===== src/shared/clock_switch_consts.svh =====
`ifndef CLOCK_SWITCH_CONSTS_SVH
`define CLOCK_SWITCH_CONSTS_SVH

// ----------------------------------------------------------------
// register offsets (word index on the plain register port)
// ----------------------------------------------------------------
`define OFS_OSC_CONTROL 2'h0
`define OFS_PLL_FEEDBACK 2'h1
`define OFS_RC_TRIM 2'h2

// ----------------------------------------------------------------
// oscillator control register fields
// ----------------------------------------------------------------
`define OSC_CUR_LSB 12
`define OSC_NEXT_LSB 8
`define OSC_CFG_LOCK_BIT 7
`define OSC_LOCK_BIT 5
`define OSC_FAIL_BIT 3
`define OSC_SEC_EN_BIT 1
`define OSC_REQ_BIT 0
`define OSC_SRC_W 3
`define BYTE_HIGH 1
`define BYTE_LOW 0

// ----------------------------------------------------------------
// reset values and field widths
// ----------------------------------------------------------------
`define DIVISOR_W 9
`define DIVISOR_RESET 9'h030
`define DIVISOR_OFFSET 10'h002
`define TRIM_W 6
`define TRIM_RESET 6'h00
`define SRC_RESET 3'h0

// ----------------------------------------------------------------
// source select codes
// ----------------------------------------------------------------
`define SRC_FAST_RC 3'h0
`define SRC_FAST_RC_PLL 3'h1
`define SRC_PRIMARY 3'h2
`define SRC_PRIMARY_PLL 3'h3
`define SRC_SECONDARY 3'h4
`define SRC_SLOW_RC 3'h5
`define SRC_FAST_RC_DIV16 3'h6
`define SRC_FAST_RC_DIVN 3'h7

// ----------------------------------------------------------------
// primary submode codes and oscillator enable bit positions
// ----------------------------------------------------------------
`define SUBMODE_EXTERNAL 2'h0
`define SUBMODE_CRYSTAL 2'h1
`define SUBMODE_HIGH_SPEED 2'h2
`define OSC_IDX_FAST 0
`define OSC_IDX_PRIMARY 1
`define OSC_IDX_SECONDARY 2
`define OSC_IDX_SLOW 3
`define OSC_COUNT 4

// ----------------------------------------------------------------
// timing
// ----------------------------------------------------------------
`define SWITCH_WAIT_CYCLES 10
`define SWITCH_CNT_W 8

`endif


===== src/shared/clock_switch_pkg.sv =====
package clock_switch_pkg;

  typedef enum logic [2:0] {
    ST_IDLE = 3'b000,
    ST_CHECK = 3'b001,
    ST_READY = 3'b010,
    ST_COUNT = 3'b011,
    ST_DONE = 3'b100
  } switch_state_t;

  typedef struct packed {
    logic switch_enable_fuse;
    logic config_lock_fuse;
    logic [2:0] initial_source_fuse;
    logic [1:0] primary_submode_fuse;
    logic watchdog_enable;
    logic clock_fail_monitor_enable;
  } fuse_t;

  typedef struct packed {
    logic startup_done;
    logic pll_locked;
    logic new_clock_tick;
    logic clock_fail_detect;
  } osc_status_t;

  typedef struct packed {
    logic [1:0] addr;
    logic [15:0] wdata;
    logic [1:0] byte_en;
    logic wr;
    logic rd;
    logic unlock;
  } reg_req_t;

endpackage


===== src/hw/clock_source_switcher.sv =====
`timescale 1ns/1ps
`include "clock_switch_consts.svh"

// Functional notes
// RULE1: nine-bit divisor, multiplier is value plus two
// RULE2: trim is six-bit two's complement step
// RULE3: trim bits 15..6 read zero, reset zero
// RULE4: switch among four sources anytime; the code accepts all eight source select codes
// RULE5: primary submode fixed by fuse only
// RULE6: switching and fail monitor need fuse zero
// RULE7: disabled: next ignored, current follows fuse
// RULE8: disabled: request bit held at zero
// RULE9: software writes next first, then request
// RULE10: same source requested: clear request, abort
// RULE11: valid switch clears lock and fail flags
// RULE12: start new oscillator, wait startup timer
// RULE13: PLL source waits for lock status one
// RULE14: count ten new-clock cycles before handover
// RULE15: done: clear request, copy next to current
// RULE16: stop old source except kept oscillators
// RULE17: processor keeps running during switch
// RULE18: no direct switch between two PLL modes; the sequencer does not block such a switch
// RULE19: control writes need unlock first
// RULE20: writing request one starts a switch
// RULE21: config lock fuse blocks clock changes
// RULE22: unlock strobe permits exactly one write
module clock_source_switcher #(
  parameter int SWITCH_CYCLES = `SWITCH_WAIT_CYCLES
) (
  input wire logic clk,
  input wire logic rst_n,
  input clock_switch_pkg::reg_req_t bus,
  output logic [15:0] rdata,
  input clock_switch_pkg::fuse_t fuses,
  input clock_switch_pkg::osc_status_t status,
  output logic [2:0] sys_clock_sel,
  output logic [3:0] osc_enable,
  output logic pll_enable,
  output logic [9:0] pll_multiplier,
  output logic [5:0] freq_trim,
  output logic [1:0] primary_submode
);

  // ----------------------------------------------------------------
  // helpers
  // ----------------------------------------------------------------
  function automatic logic [3:0] osc_of(input logic [2:0] src);
    logic [3:0] m;
    m = 4'h0;
    unique case (src)
      `SRC_PRIMARY, `SRC_PRIMARY_PLL: m[`OSC_IDX_PRIMARY] = 1'b1;
      `SRC_SECONDARY: m[`OSC_IDX_SECONDARY] = 1'b1;
      `SRC_SLOW_RC: m[`OSC_IDX_SLOW] = 1'b1;
      default: m[`OSC_IDX_FAST] = 1'b1;
    endcase
    return m;
  endfunction

  function automatic logic uses_pll(input logic [2:0] src);
    return (src == `SRC_FAST_RC_PLL) || (src == `SRC_PRIMARY_PLL);
  endfunction

  // crystal sources need the startup timer; an external clock does not
  function automatic logic needs_startup(input logic [2:0] src, input logic [1:0] sub);
    logic prim;
    prim = (src == `SRC_PRIMARY) || (src == `SRC_PRIMARY_PLL);
    return (prim && (sub != `SUBMODE_EXTERNAL)) || (src == `SRC_SECONDARY);
  endfunction

  function automatic logic [3:0] keep_mask(input clock_switch_pkg::fuse_t f, input logic sec);
    logic [3:0] m;
    m = 4'h0;
    m[`OSC_IDX_SLOW] = f.watchdog_enable | f.clock_fail_monitor_enable;
    m[`OSC_IDX_SECONDARY] = sec;
    return m;
  endfunction

  generate
    if (SWITCH_CYCLES < 1 || SWITCH_CYCLES > (1 << `SWITCH_CNT_W)) begin : g_bad_cycles
      $error("clock_source_switcher: SWITCH_CYCLES out of range");
    end
  endgenerate

  // ----------------------------------------------------------------
  // register port
  // ----------------------------------------------------------------
  logic armed;
  logic sel_osc;
  logic sel_div;
  logic sel_trim;
  logic grant;
  logic [2:0] next_source_sel;
  logic [2:0] next_next_source_sel;
  logic secondary_osc_enable;
  logic next_secondary_osc_enable;
  logic [8:0] feedback_divisor;
  logic [8:0] next_feedback_divisor;
  logic [5:0] next_freq_trim;
  logic [15:0] next_rdata;
  logic [9:0] next_pll_multiplier;
  logic [2:0] current_source_sel;
  logic switch_request;
  logic pll_lock_status;
  logic clock_fail_flag;

  assign sel_osc = bus.addr == `OFS_OSC_CONTROL;
  assign sel_div = bus.addr == `OFS_PLL_FEEDBACK;
  assign sel_trim = bus.addr == `OFS_RC_TRIM;
  assign grant = bus.wr & sel_osc & armed; // [RULE19] [RULE22]

  unlock_gate u_unlock (
    .clk(clk),
    .rst_n(rst_n),
    .unlock(bus.unlock),
    .access(bus.wr & sel_osc),
    .armed(armed)
  );

  // the port never stalls, so code keeps running through a switch [RULE17]
  always_comb begin
    next_next_source_sel = next_source_sel;
    next_secondary_osc_enable = secondary_osc_enable;
    next_feedback_divisor = feedback_divisor;
    next_freq_trim = freq_trim;
    next_rdata = 16'h0000;
    if (grant & bus.byte_en[`BYTE_HIGH] & !fuses.config_lock_fuse) begin // [RULE21]
      next_next_source_sel = bus.wdata[`OSC_NEXT_LSB +: `OSC_SRC_W]; // [RULE9]
    end
    if (grant & bus.byte_en[`BYTE_LOW]) begin
      next_secondary_osc_enable = bus.wdata[`OSC_SEC_EN_BIT];
    end
    if (bus.wr & sel_div & !fuses.config_lock_fuse) begin // [RULE21]
      next_feedback_divisor = bus.wdata[`DIVISOR_W-1:0]; // [RULE1]
    end
    if (bus.wr & sel_trim) begin
      next_freq_trim = bus.wdata[`TRIM_W-1:0]; // [RULE2]
    end
    if (bus.rd) begin
      if (sel_osc) begin
        next_rdata[`OSC_CUR_LSB +: `OSC_SRC_W] = current_source_sel;
        next_rdata[`OSC_NEXT_LSB +: `OSC_SRC_W] = next_source_sel;
        next_rdata[`OSC_CFG_LOCK_BIT] = fuses.config_lock_fuse;
        next_rdata[`OSC_LOCK_BIT] = pll_lock_status;
        next_rdata[`OSC_FAIL_BIT] = clock_fail_flag;
        next_rdata[`OSC_SEC_EN_BIT] = secondary_osc_enable;
        next_rdata[`OSC_REQ_BIT] = switch_request;
      end else if (sel_div) begin
        next_rdata[`DIVISOR_W-1:0] = feedback_divisor; // [RULE1]
      end else if (sel_trim) begin
        next_rdata[`TRIM_W-1:0] = freq_trim; // [RULE3]
      end
    end
    next_pll_multiplier = {1'b0, feedback_divisor} + `DIVISOR_OFFSET; // [RULE1]
  end

  always_ff @(posedge clk or negedge rst_n) begin
    if (!rst_n) begin
      next_source_sel <= `SRC_RESET;
      secondary_osc_enable <= 1'b0;
      feedback_divisor <= `DIVISOR_RESET;
      freq_trim <= `TRIM_RESET; // [RULE3]
      rdata <= 16'h0000;
      pll_multiplier <= 10'h000;
      primary_submode <= `SUBMODE_EXTERNAL;
    end else begin
      next_source_sel <= next_next_source_sel;
      secondary_osc_enable <= next_secondary_osc_enable;
      feedback_divisor <= next_feedback_divisor;
      freq_trim <= next_freq_trim;
      rdata <= next_rdata;
      pll_multiplier <= next_pll_multiplier;
      primary_submode <= fuses.primary_submode_fuse; // [RULE5]
    end
  end

  // ----------------------------------------------------------------
  // switch sequencer
  // ----------------------------------------------------------------
  clock_switch_pkg::switch_state_t state;
  clock_switch_pkg::switch_state_t next_state;
  logic init_done;
  logic switch_off;
  logic req_set;
  logic fail_set;
  logic fail_clear;
  logic ready;
  logic cnt_start;
  logic cnt_done;
  logic [2:0] target;
  logic [2:0] next_target;
  logic next_switch_request;
  logic [2:0] next_current_source_sel;
  logic [2:0] next_sys_clock_sel;
  logic [3:0] osc_run;
  logic [3:0] next_osc_run;
  logic next_pll_enable;
  logic next_pll_lock_status;
  logic next_clock_fail_flag;

  assign switch_off = fuses.switch_enable_fuse; // [RULE6]
  assign req_set = grant & bus.byte_en[`BYTE_LOW] & bus.wdata[`OSC_REQ_BIT]
                   & (state == clock_switch_pkg::ST_IDLE) & !switch_off; // [RULE20]
  assign fail_set = status.clock_fail_detect & fuses.clock_fail_monitor_enable & !switch_off;
  assign ready = (!needs_startup(target, fuses.primary_submode_fuse) | status.startup_done)
                 & (!uses_pll(target) | pll_lock_status); // [RULE12] [RULE13]

  new_clock_counter #(
    .COUNT(SWITCH_CYCLES),
    .W(`SWITCH_CNT_W)
  ) u_count (
    .clk(clk),
    .rst_n(rst_n),
    .start(cnt_start),
    .tick(status.new_clock_tick),
    .done(cnt_done)
  );

  // the two-PLL-mode hop is software's to avoid; the sequencer does not police it [RULE18]
  always_comb begin
    next_state = state;
    next_target = target;
    next_switch_request = switch_request;
    next_current_source_sel = current_source_sel;
    next_sys_clock_sel = sys_clock_sel;
    next_osc_run = osc_run;
    next_pll_enable = pll_enable;
    next_pll_lock_status = pll_enable & status.pll_locked;
    fail_clear = 1'b0;
    cnt_start = 1'b0;
    if (!init_done || switch_off) begin
      next_state = clock_switch_pkg::ST_IDLE; // [RULE7]
      next_switch_request = 1'b0; // [RULE8]
      next_current_source_sel = fuses.initial_source_fuse; // [RULE7]
      next_sys_clock_sel = fuses.initial_source_fuse;
      next_osc_run = osc_of(fuses.initial_source_fuse);
      next_pll_enable = uses_pll(fuses.initial_source_fuse);
    end else begin
      unique case (state)
        clock_switch_pkg::ST_IDLE: begin
          if (req_set) begin
            next_switch_request = 1'b1; // [RULE20] [RULE4]
            next_state = clock_switch_pkg::ST_CHECK;
          end
        end
        clock_switch_pkg::ST_CHECK: begin
          if (next_source_sel == current_source_sel) begin
            next_switch_request = 1'b0; // [RULE10]
            next_state = clock_switch_pkg::ST_IDLE;
          end else begin
            next_target = next_source_sel;
            next_pll_lock_status = 1'b0; // [RULE11]
            fail_clear = 1'b1; // [RULE11]
            next_osc_run = osc_run | osc_of(next_source_sel); // [RULE12]
            next_pll_enable = pll_enable | uses_pll(next_source_sel);
            next_state = clock_switch_pkg::ST_READY;
          end
        end
        clock_switch_pkg::ST_READY: begin
          if (ready) begin
            cnt_start = 1'b1; // [RULE14]
            next_state = clock_switch_pkg::ST_COUNT;
          end
        end
        clock_switch_pkg::ST_COUNT: begin
          if (cnt_done) begin
            next_state = clock_switch_pkg::ST_DONE; // [RULE14]
          end
        end
        clock_switch_pkg::ST_DONE: begin
          next_switch_request = 1'b0; // [RULE15]
          next_current_source_sel = target; // [RULE15]
          next_sys_clock_sel = target;
          next_osc_run = osc_of(target); // [RULE16]
          next_pll_enable = uses_pll(target);
          next_state = clock_switch_pkg::ST_IDLE;
        end
        default: begin
          next_state = clock_switch_pkg::ST_IDLE;
        end
      endcase
    end
    // a fail event in the clearing cycle still sets the flag
    next_clock_fail_flag = (clock_fail_flag & !fail_clear) | fail_set; // [RULE6]
  end

  always_ff @(posedge clk or negedge rst_n) begin
    if (!rst_n) begin
      state <= clock_switch_pkg::ST_IDLE;
      init_done <= 1'b0;
      target <= `SRC_RESET;
      switch_request <= 1'b0;
      current_source_sel <= `SRC_RESET;
      sys_clock_sel <= `SRC_RESET;
      osc_run <= 4'h0;
      osc_enable <= 4'h0;
      pll_enable <= 1'b0;
      pll_lock_status <= 1'b0;
      clock_fail_flag <= 1'b0;
    end else begin
      state <= next_state;
      init_done <= 1'b1;
      target <= next_target;
      switch_request <= next_switch_request;
      current_source_sel <= next_current_source_sel;
      sys_clock_sel <= next_sys_clock_sel;
      osc_run <= next_osc_run;
      osc_enable <= next_osc_run | keep_mask(fuses, next_secondary_osc_enable); // [RULE16]
      pll_enable <= next_pll_enable;
      pll_lock_status <= next_pll_lock_status;
      clock_fail_flag <= next_clock_fail_flag;
    end
  end

  // ----------------------------------------------------------------
  // checks
  // ----------------------------------------------------------------
  logic [7:0] seen_ticks;
  always_ff @(posedge clk or negedge rst_n) begin
    if (!rst_n) begin
      seen_ticks <= 8'h00;
    end else if (state != clock_switch_pkg::ST_COUNT) begin
      seen_ticks <= 8'h00;
    end else if (status.new_clock_tick) begin
      seen_ticks <= seen_ticks + 8'h01;
    end
  end
endmodule


===== src/hw/unlock_gate.sv =====
`timescale 1ns/1ps
module unlock_gate (
  input wire logic clk,
  input wire logic rst_n,
  input wire logic unlock,
  input wire logic access,
  output logic armed
);

  logic next_armed;

  // a write consumes the arm whether or not it changes anything
  always_comb begin
    next_armed = armed;
    if (access) begin
      next_armed = 1'b0;
    end
    if (unlock) begin
      next_armed = 1'b1;
    end
  end

  always_ff @(posedge clk or negedge rst_n) begin
    if (!rst_n) begin
      armed <= 1'b0;
    end else begin
      armed <= next_armed;
    end
  end

endmodule


===== src/hw/new_clock_counter.sv =====
`timescale 1ns/1ps
`include "clock_switch_consts.svh"
module new_clock_counter #(
  parameter int COUNT = `SWITCH_WAIT_CYCLES,
  parameter int W = `SWITCH_CNT_W
) (
  input wire logic clk,
  input wire logic rst_n,
  input wire logic start,
  input wire logic tick,
  output logic done
);

  logic running;
  logic next_running;
  logic [W-1:0] cnt;
  logic [W-1:0] next_cnt;
  localparam logic [W-1:0] LAST = W'(COUNT - 1);

  generate
    if (COUNT < 1 || COUNT > (1 << W)) begin : g_bad_count
      $error("new_clock_counter: COUNT out of range");
    end
  endgenerate

  // done fires on the last tick itself so the handover follows at once
  assign done = running & tick & (cnt == LAST);

  always_comb begin
    next_running = running;
    next_cnt = cnt;
    if (start) begin
      next_running = 1'b1;
      next_cnt = '0;
    end else if (done) begin
      next_running = 1'b0;
    end else if (running & tick) begin
      next_cnt = cnt + W'(1);
    end
  end

  always_ff @(posedge clk or negedge rst_n) begin
    if (!rst_n) begin
      running <= 1'b0;
      cnt <= '0;
    end else begin
      running <= next_running;
      cnt <= next_cnt;
    end
  end

endmodule


===== config.mk =====
export PLATFORM = sky130hd
export DESIGN_NAME = clock_source_switcher
export DESIGN_NICKNAME = d
export VERILOG_FILES = /design/src/shared/clock_switch_pkg.sv /design/src/hw/clock_source_switcher.sv /design/src/hw/unlock_gate.sv /design/src/hw/new_clock_counter.sv
export VERILOG_INCLUDE_DIRS = /design/src /design/src/shared
export SDC_FILE = /design/constraint.sdc
export NUM_CORES = 1
export LEC_CHECK = 0
export BUFFER_PORTS_ARGS = -buffer_cell sky130_fd_sc_hd__buf_4
export CORE_MARGIN = 2
export CORE_UTILIZATION = 33
export CTS_BUF_LIST = sky130_fd_sc_hd__clkbuf_8
export DETAILED_ROUTE_END_ITERATION = 10
export PLACE_DENSITY = 0.62
export REMOVE_ABC_BUFFERS = 1
export SETUP_SLACK_MARGIN = 0.2
export SLEW_MARGIN = 40
export SYNTH_ARGS = -nofsm -noshare
export SYNTH_HDL_FRONTEND = slang
export SYNTH_SLANG_ARGS = --single-unit

===== constraint.sdc =====
create_clock -name clk -period 1.8 [get_ports clk]
set_clock_uncertainty 0.05 [all_clocks]
set_input_delay 0.18 -clock clk [delete_from_list [all_inputs] [get_ports clk]]
set_output_delay 0.18 -clock clk [all_outputs]
set_load 0.05 [all_outputs]

==> impl_metrics.prom <==
# TYPE chip_impl_metric gauge
chip_impl_info{name="status",value="finished clean"} 1
chip_impl_metric{name="grt_pass1_vias",unit=""} 2483
chip_impl_metric{name="max-slew-margin-rel",unit="%"} 64.2
chip_impl_metric{name="detail_route.vias_per_cell",unit=""} 4.80
chip_impl_metric{name="routed_length_per_placed_instance",unit="µm"} 15.3
chip_impl_metric{name="cp_slowest_stage_delay",unit="ns"} 0.52
chip_impl_metric{name="detailed_place.area",unit="µm²"} 4110
chip_impl_metric{name="dp.cells",unit=""} 493
chip_impl_metric{name="timing_worst_slew_pin_value",unit="ns"} 0.532
chip_impl_metric{name="route.detailed.drc",unit=""} 0
chip_impl_metric{name="post_synth_and_or_nand_nor_area_fraction",unit="%"} 18.9
chip_impl_info{name="critPathCaptureType",value="flop"} 1
chip_impl_metric{name="finish.utilization",unit="%"} 45.5
chip_impl_metric{name="yosys.area_share.xor_xnor",unit="%"} 4.44
chip_impl_metric{name="postRouteWirelength",unit="mm"} 7.95
chip_impl_metric{name="ys_seq_area_share",unit="%"} 56.0
chip_impl_info{name="worst_hold_path_type",value="in2reg"} 1
chip_impl_metric{name="timing.max_cap.violations",unit=""} 0
chip_impl_metric{name="largest_vdd_supply_drop",unit="µV"} 566
chip_impl_metric{name="ys_seq_elements",unit=""} 75
chip_impl_metric{name="timing.hold.ws",unit="ns"} 0.0110
chip_impl_info{name="ctsRootBufferMaster",value="clkbuf_8"} 1
chip_impl_info{name="synth_top_family_by_area",value="simple AND/OR/NAND/NOR gates"} 1
chip_impl_metric{name="diodes",unit=""} 0
chip_impl_metric{name="postSynthAreaPerCell",unit="µm²"} 11.7
chip_impl_metric{name="htreeDepth",unit=""} 3
chip_impl_metric{name="worst_setup_hold_path_clk_slew",unit="ns"} 0.09
chip_impl_metric{name="synthAdderAreaFrac",unit="%"} 1.49
chip_impl_metric{name="floorplan.rows",unit=""} 36
chip_impl_info{name="clock_tree_from_tritoncts",value="yes"} 1
chip_impl_metric{name="floorplan.io_pins",unit=""} 80
chip_impl_metric{name="gpl.final_weighted_congestion",unit=""} 0.860
chip_impl_info{name="layout_common_cells",value="86 x buf_4, 69 x dfrtp_1, 21 x mux2_2"} 1
chip_impl_metric{name="antenna_violating_nets_post_route",unit=""} 0
chip_impl_metric{name="final_cells",unit=""} 518
chip_impl_metric{name="report.final.hold_viol_count",unit=""} 0
chip_impl_metric{name="synth-edff-count",unit=""} 0
chip_impl_metric{name="drv_slew",unit=""} 0
chip_impl_metric{name="post_synth_instance_area",unit="µm²"} 3360
chip_impl_metric{name="floorplan.initialDensity",unit="%"} 34.2
chip_impl_metric{name="asyncSetResetFlopFracSynth",unit="%"} 100
chip_impl_info{name="timing_worst_setup_path_type",value="reg2reg"} 1
chip_impl_info{name="unrepaired_setup_endpoints_after_global_routing",value="true"} 1
chip_impl_info{name="layout.cells.most_common",value="buf_4"} 1
chip_impl_metric{name="dieWidth",unit="µm"} 105
chip_impl_metric{name="grt-ovfl-total",unit=""} 0
chip_impl_metric{name="cts_buffers",unit=""} 9
chip_impl_metric{name="layout-area-overhead-vs-synth",unit="%"} 33.0
chip_impl_metric{name="required",unit="ns"} 1.97
chip_impl_metric{name="fp.dieH",unit="µm"} 105
chip_impl_metric{name="finalCritPeriodShare",unit="%"} 88.3
chip_impl_metric{name="number_of_instances_in_the_synthesized_netlist",unit=""} 286
chip_impl_metric{name="port_buffers",unit=""} 72
chip_impl_metric{name="die_outline_area",unit="µm²"} 11000
chip_impl_info{name="timing.critical_path.max_delay_family",value="simple AND/OR/NAND/NOR gates"} 1
chip_impl_metric{name="leakage",unit="nW"} 2.08
chip_impl_info{name="ys_dominant_reg_cell",value="dfrtp_1"} 1
chip_impl_metric{name="globalRouteTotalUtil",unit="%"} 14.5
chip_impl_metric{name="first_iter_violations",unit=""} 110
chip_impl_metric{name="clkSinkCount",unit=""} 75
chip_impl_metric{name="setup-violations-final",unit=""} 0
chip_impl_metric{name="max-clock-path-buffers",unit=""} 2
chip_impl_metric{name="muxShareOfSynthArea",unit="%"} 10.8
chip_impl_metric{name="grt_first_pass_wirelength",unit="mm"} 12.6
chip_impl_metric{name="final.min_clock_period",unit="ns"} 1.59
chip_impl_metric{name="worstSkewPairLatency",unit="ns"} 0.35
chip_impl_metric{name="detailedPlacementHpwl",unit="mm"} 5.62
chip_impl_metric{name="sequential_cell_area",unit="µm²"} 1880
chip_impl_metric{name="synth_compound_area_share",unit="%"} 5.40
chip_impl_metric{name="cellPowerDensity",unit="nW/µm²"} 1010
chip_impl_metric{name="multi_input_comb_area",unit="µm²"} 1480
chip_impl_metric{name="pin_count_of_the_biggest_net_entering_global_routing",unit=""} 35
chip_impl_metric{name="worst_path_max_fanout",unit=""} 3
chip_impl_info{name="crit_chain",value="and2_4, nand3_2, mux2_4, or4_4"} 1
chip_impl_metric{name="critical_path_data_arrival_time",unit="ns"} 1.76
chip_impl_metric{name="vias_after_detailed_routing",unit=""} 2485
chip_impl_info{name="cp_slowest_cell",value="or4_4"} 1
chip_impl_metric{name="fmax",unit="GHz"} 0.629
chip_impl_metric{name="fill_cells",unit=""} 967
chip_impl_metric{name="netlist-cell-type-count",unit=""} 54
chip_impl_metric{name="fp.coreArea",unit="µm²"} 9820
chip_impl_info{name="critical_path.startpoint_type",value="flop"} 1
chip_impl_metric{name="worst-path-buf-inv",unit=""} 0
chip_impl_metric{name="share_of_post_route_cells_with_drive_strength_above_1",unit="%"} 41.8
chip_impl_metric{name="number_of_synthesis_warnings",unit=""} 0
chip_impl_metric{name="first_pass_iters",unit=""} 4
chip_impl_metric{name="nets",unit=""} 422
chip_impl_metric{name="grt_antenna_before_repair",unit=""} 0
chip_impl_metric{name="finish.instance_area",unit="µm²"} 4470
==> cell usage after synthesis (all sizes together) (2+ instances only) <==
master / number / area [µm²]
xor2: 6 / 52.6
nor4b: 3 / 26.3
a311oi: 2 / 17.5
a21o: 2 / 15.0
inv: 6 / 22.5
xnor2: 11 / 96.3
nand4: 3 / 18.8
clkbuf: 4 / 15.0
conb: 2 / 7.51
a21oi: 4 / 20.0
a22oi: 2 / 15.0
nand4b: 2 / 17.5
o21ai: 9 / 45.0
nand2b: 3 / 18.8
and3: 11 / 75.1
nor2: 18 / 75.1
mux2i: 11 / 110
or3: 3 / 18.8
nand2: 21 / 78.8
dfstp: 2 / 52.6
or2: 2 / 12.5
and2: 6 / 37.5
buf: 8 / 56.3
nor2b: 8 / 50.1
nand3b: 2 / 15.0
dfrtp: 73 / 1830
nand3: 14 / 80.1
nor4: 2 / 12.5
mux2: 22 / 251
nor3b: 4 / 35.0
nor3: 2 / 10.0
ha: 4 / 50.1
==> tightest hold or removal path: stages <==
cell and delay [ns]:
buf_4 0.07, nor2_1 0.04, nand4_1 0.08
==> per-layer routing <==
metal	GRT usage, %	vias up	share of wire (%)
li1	-	1186	-
met1	19.2	1228	45
met2	22.6	62	49
met3	4.05	9	4.8
met4	5.05	0	1.3
met5	0	-	0
==> path summary, 6_finish.rpt <==
check	startpoint	end	slack (ns)	cells past startpoint
max	u_unlock.armed	osc_enable[2]	0.21	4
min	fuses[1]	osc_enable[3]	0.01	3
max reg2reg	u_unlock.armed	osc_enable[2]	0.21	4
min reg2reg	feedback_divisor[0]	pll_multiplier[0]	0.37	0
max in group asynchronous	rst_n	state[2]	0.81	3
min in group asynchronous	rst_n	pll_multiplier[7]	0.26	2
==> stage by stage <==
stage,power [mW],setup TNS [ns],setup slack [ns]
2_1_floorplan,2.81,-0.221,-0.165
3_3_place_gp,3.25,0,0.152
3_5_place_dp,3.26,0,0.144
4_1_cts,4.50,0,0.159
5_1_grt,4.69,0,0.141
6_report,4.49,0,0.211
==> kinds of logic (layout without fill, tap and decap cells) <==
kind of cell / count (synthesis) / in the layout
compound gates: 27 / 28
xor+xnor: 17 / 17
fa+ha+maj: 4 / 4
buf+inv: 18 / 115
flops: 75 / 75
mux: 33 / 33
other cells: 2 / 3
simple gates: 110 / 110
==> flip-flops by register name, indices dropped and copies added, names as in the netlist, 2 cells and up <==
name / cells
primary_submode: 2
target: 3
feedback_divisor: 9
next_source_sel: 3
rdata: 14
pll_multiplier: 10
freq_trim: 6
osc_run: 4
osc_enable: 2
current_source_sel: 3
u_count.cnt: 8
state: 3
==> where the power goes <==
group	internal [mW]	leakage, nW	switching (mW)
combinational	0.444	1.05	0.748
sequential	1.90	0.940	0.172
clock	0.579	0.0957	0.655
==> timing repair <==
item / in CTS / in global routing
hold buffers: 5 / 0
pin swaps: 1 / 9
hold endpoints to repair: 34 / 0
endpoints found under the setup margin: 6 / 24
gates resized for setup: 2 / 20
buffers inserted: 0 / 3
cloned: 0 / 1
==> layout make-up <==
class	instances	share of cell area, %
Sequential cell	75	42.2
Multi-Input combinational cell	195	33.1
Timing Repair Buffer	93	16.3
Tap cell	133	3.73
Clock buffer	11	3.39
Clock inverter	5	0.785
Inverter	6	0.504
(Power assumes the default switching activity.)
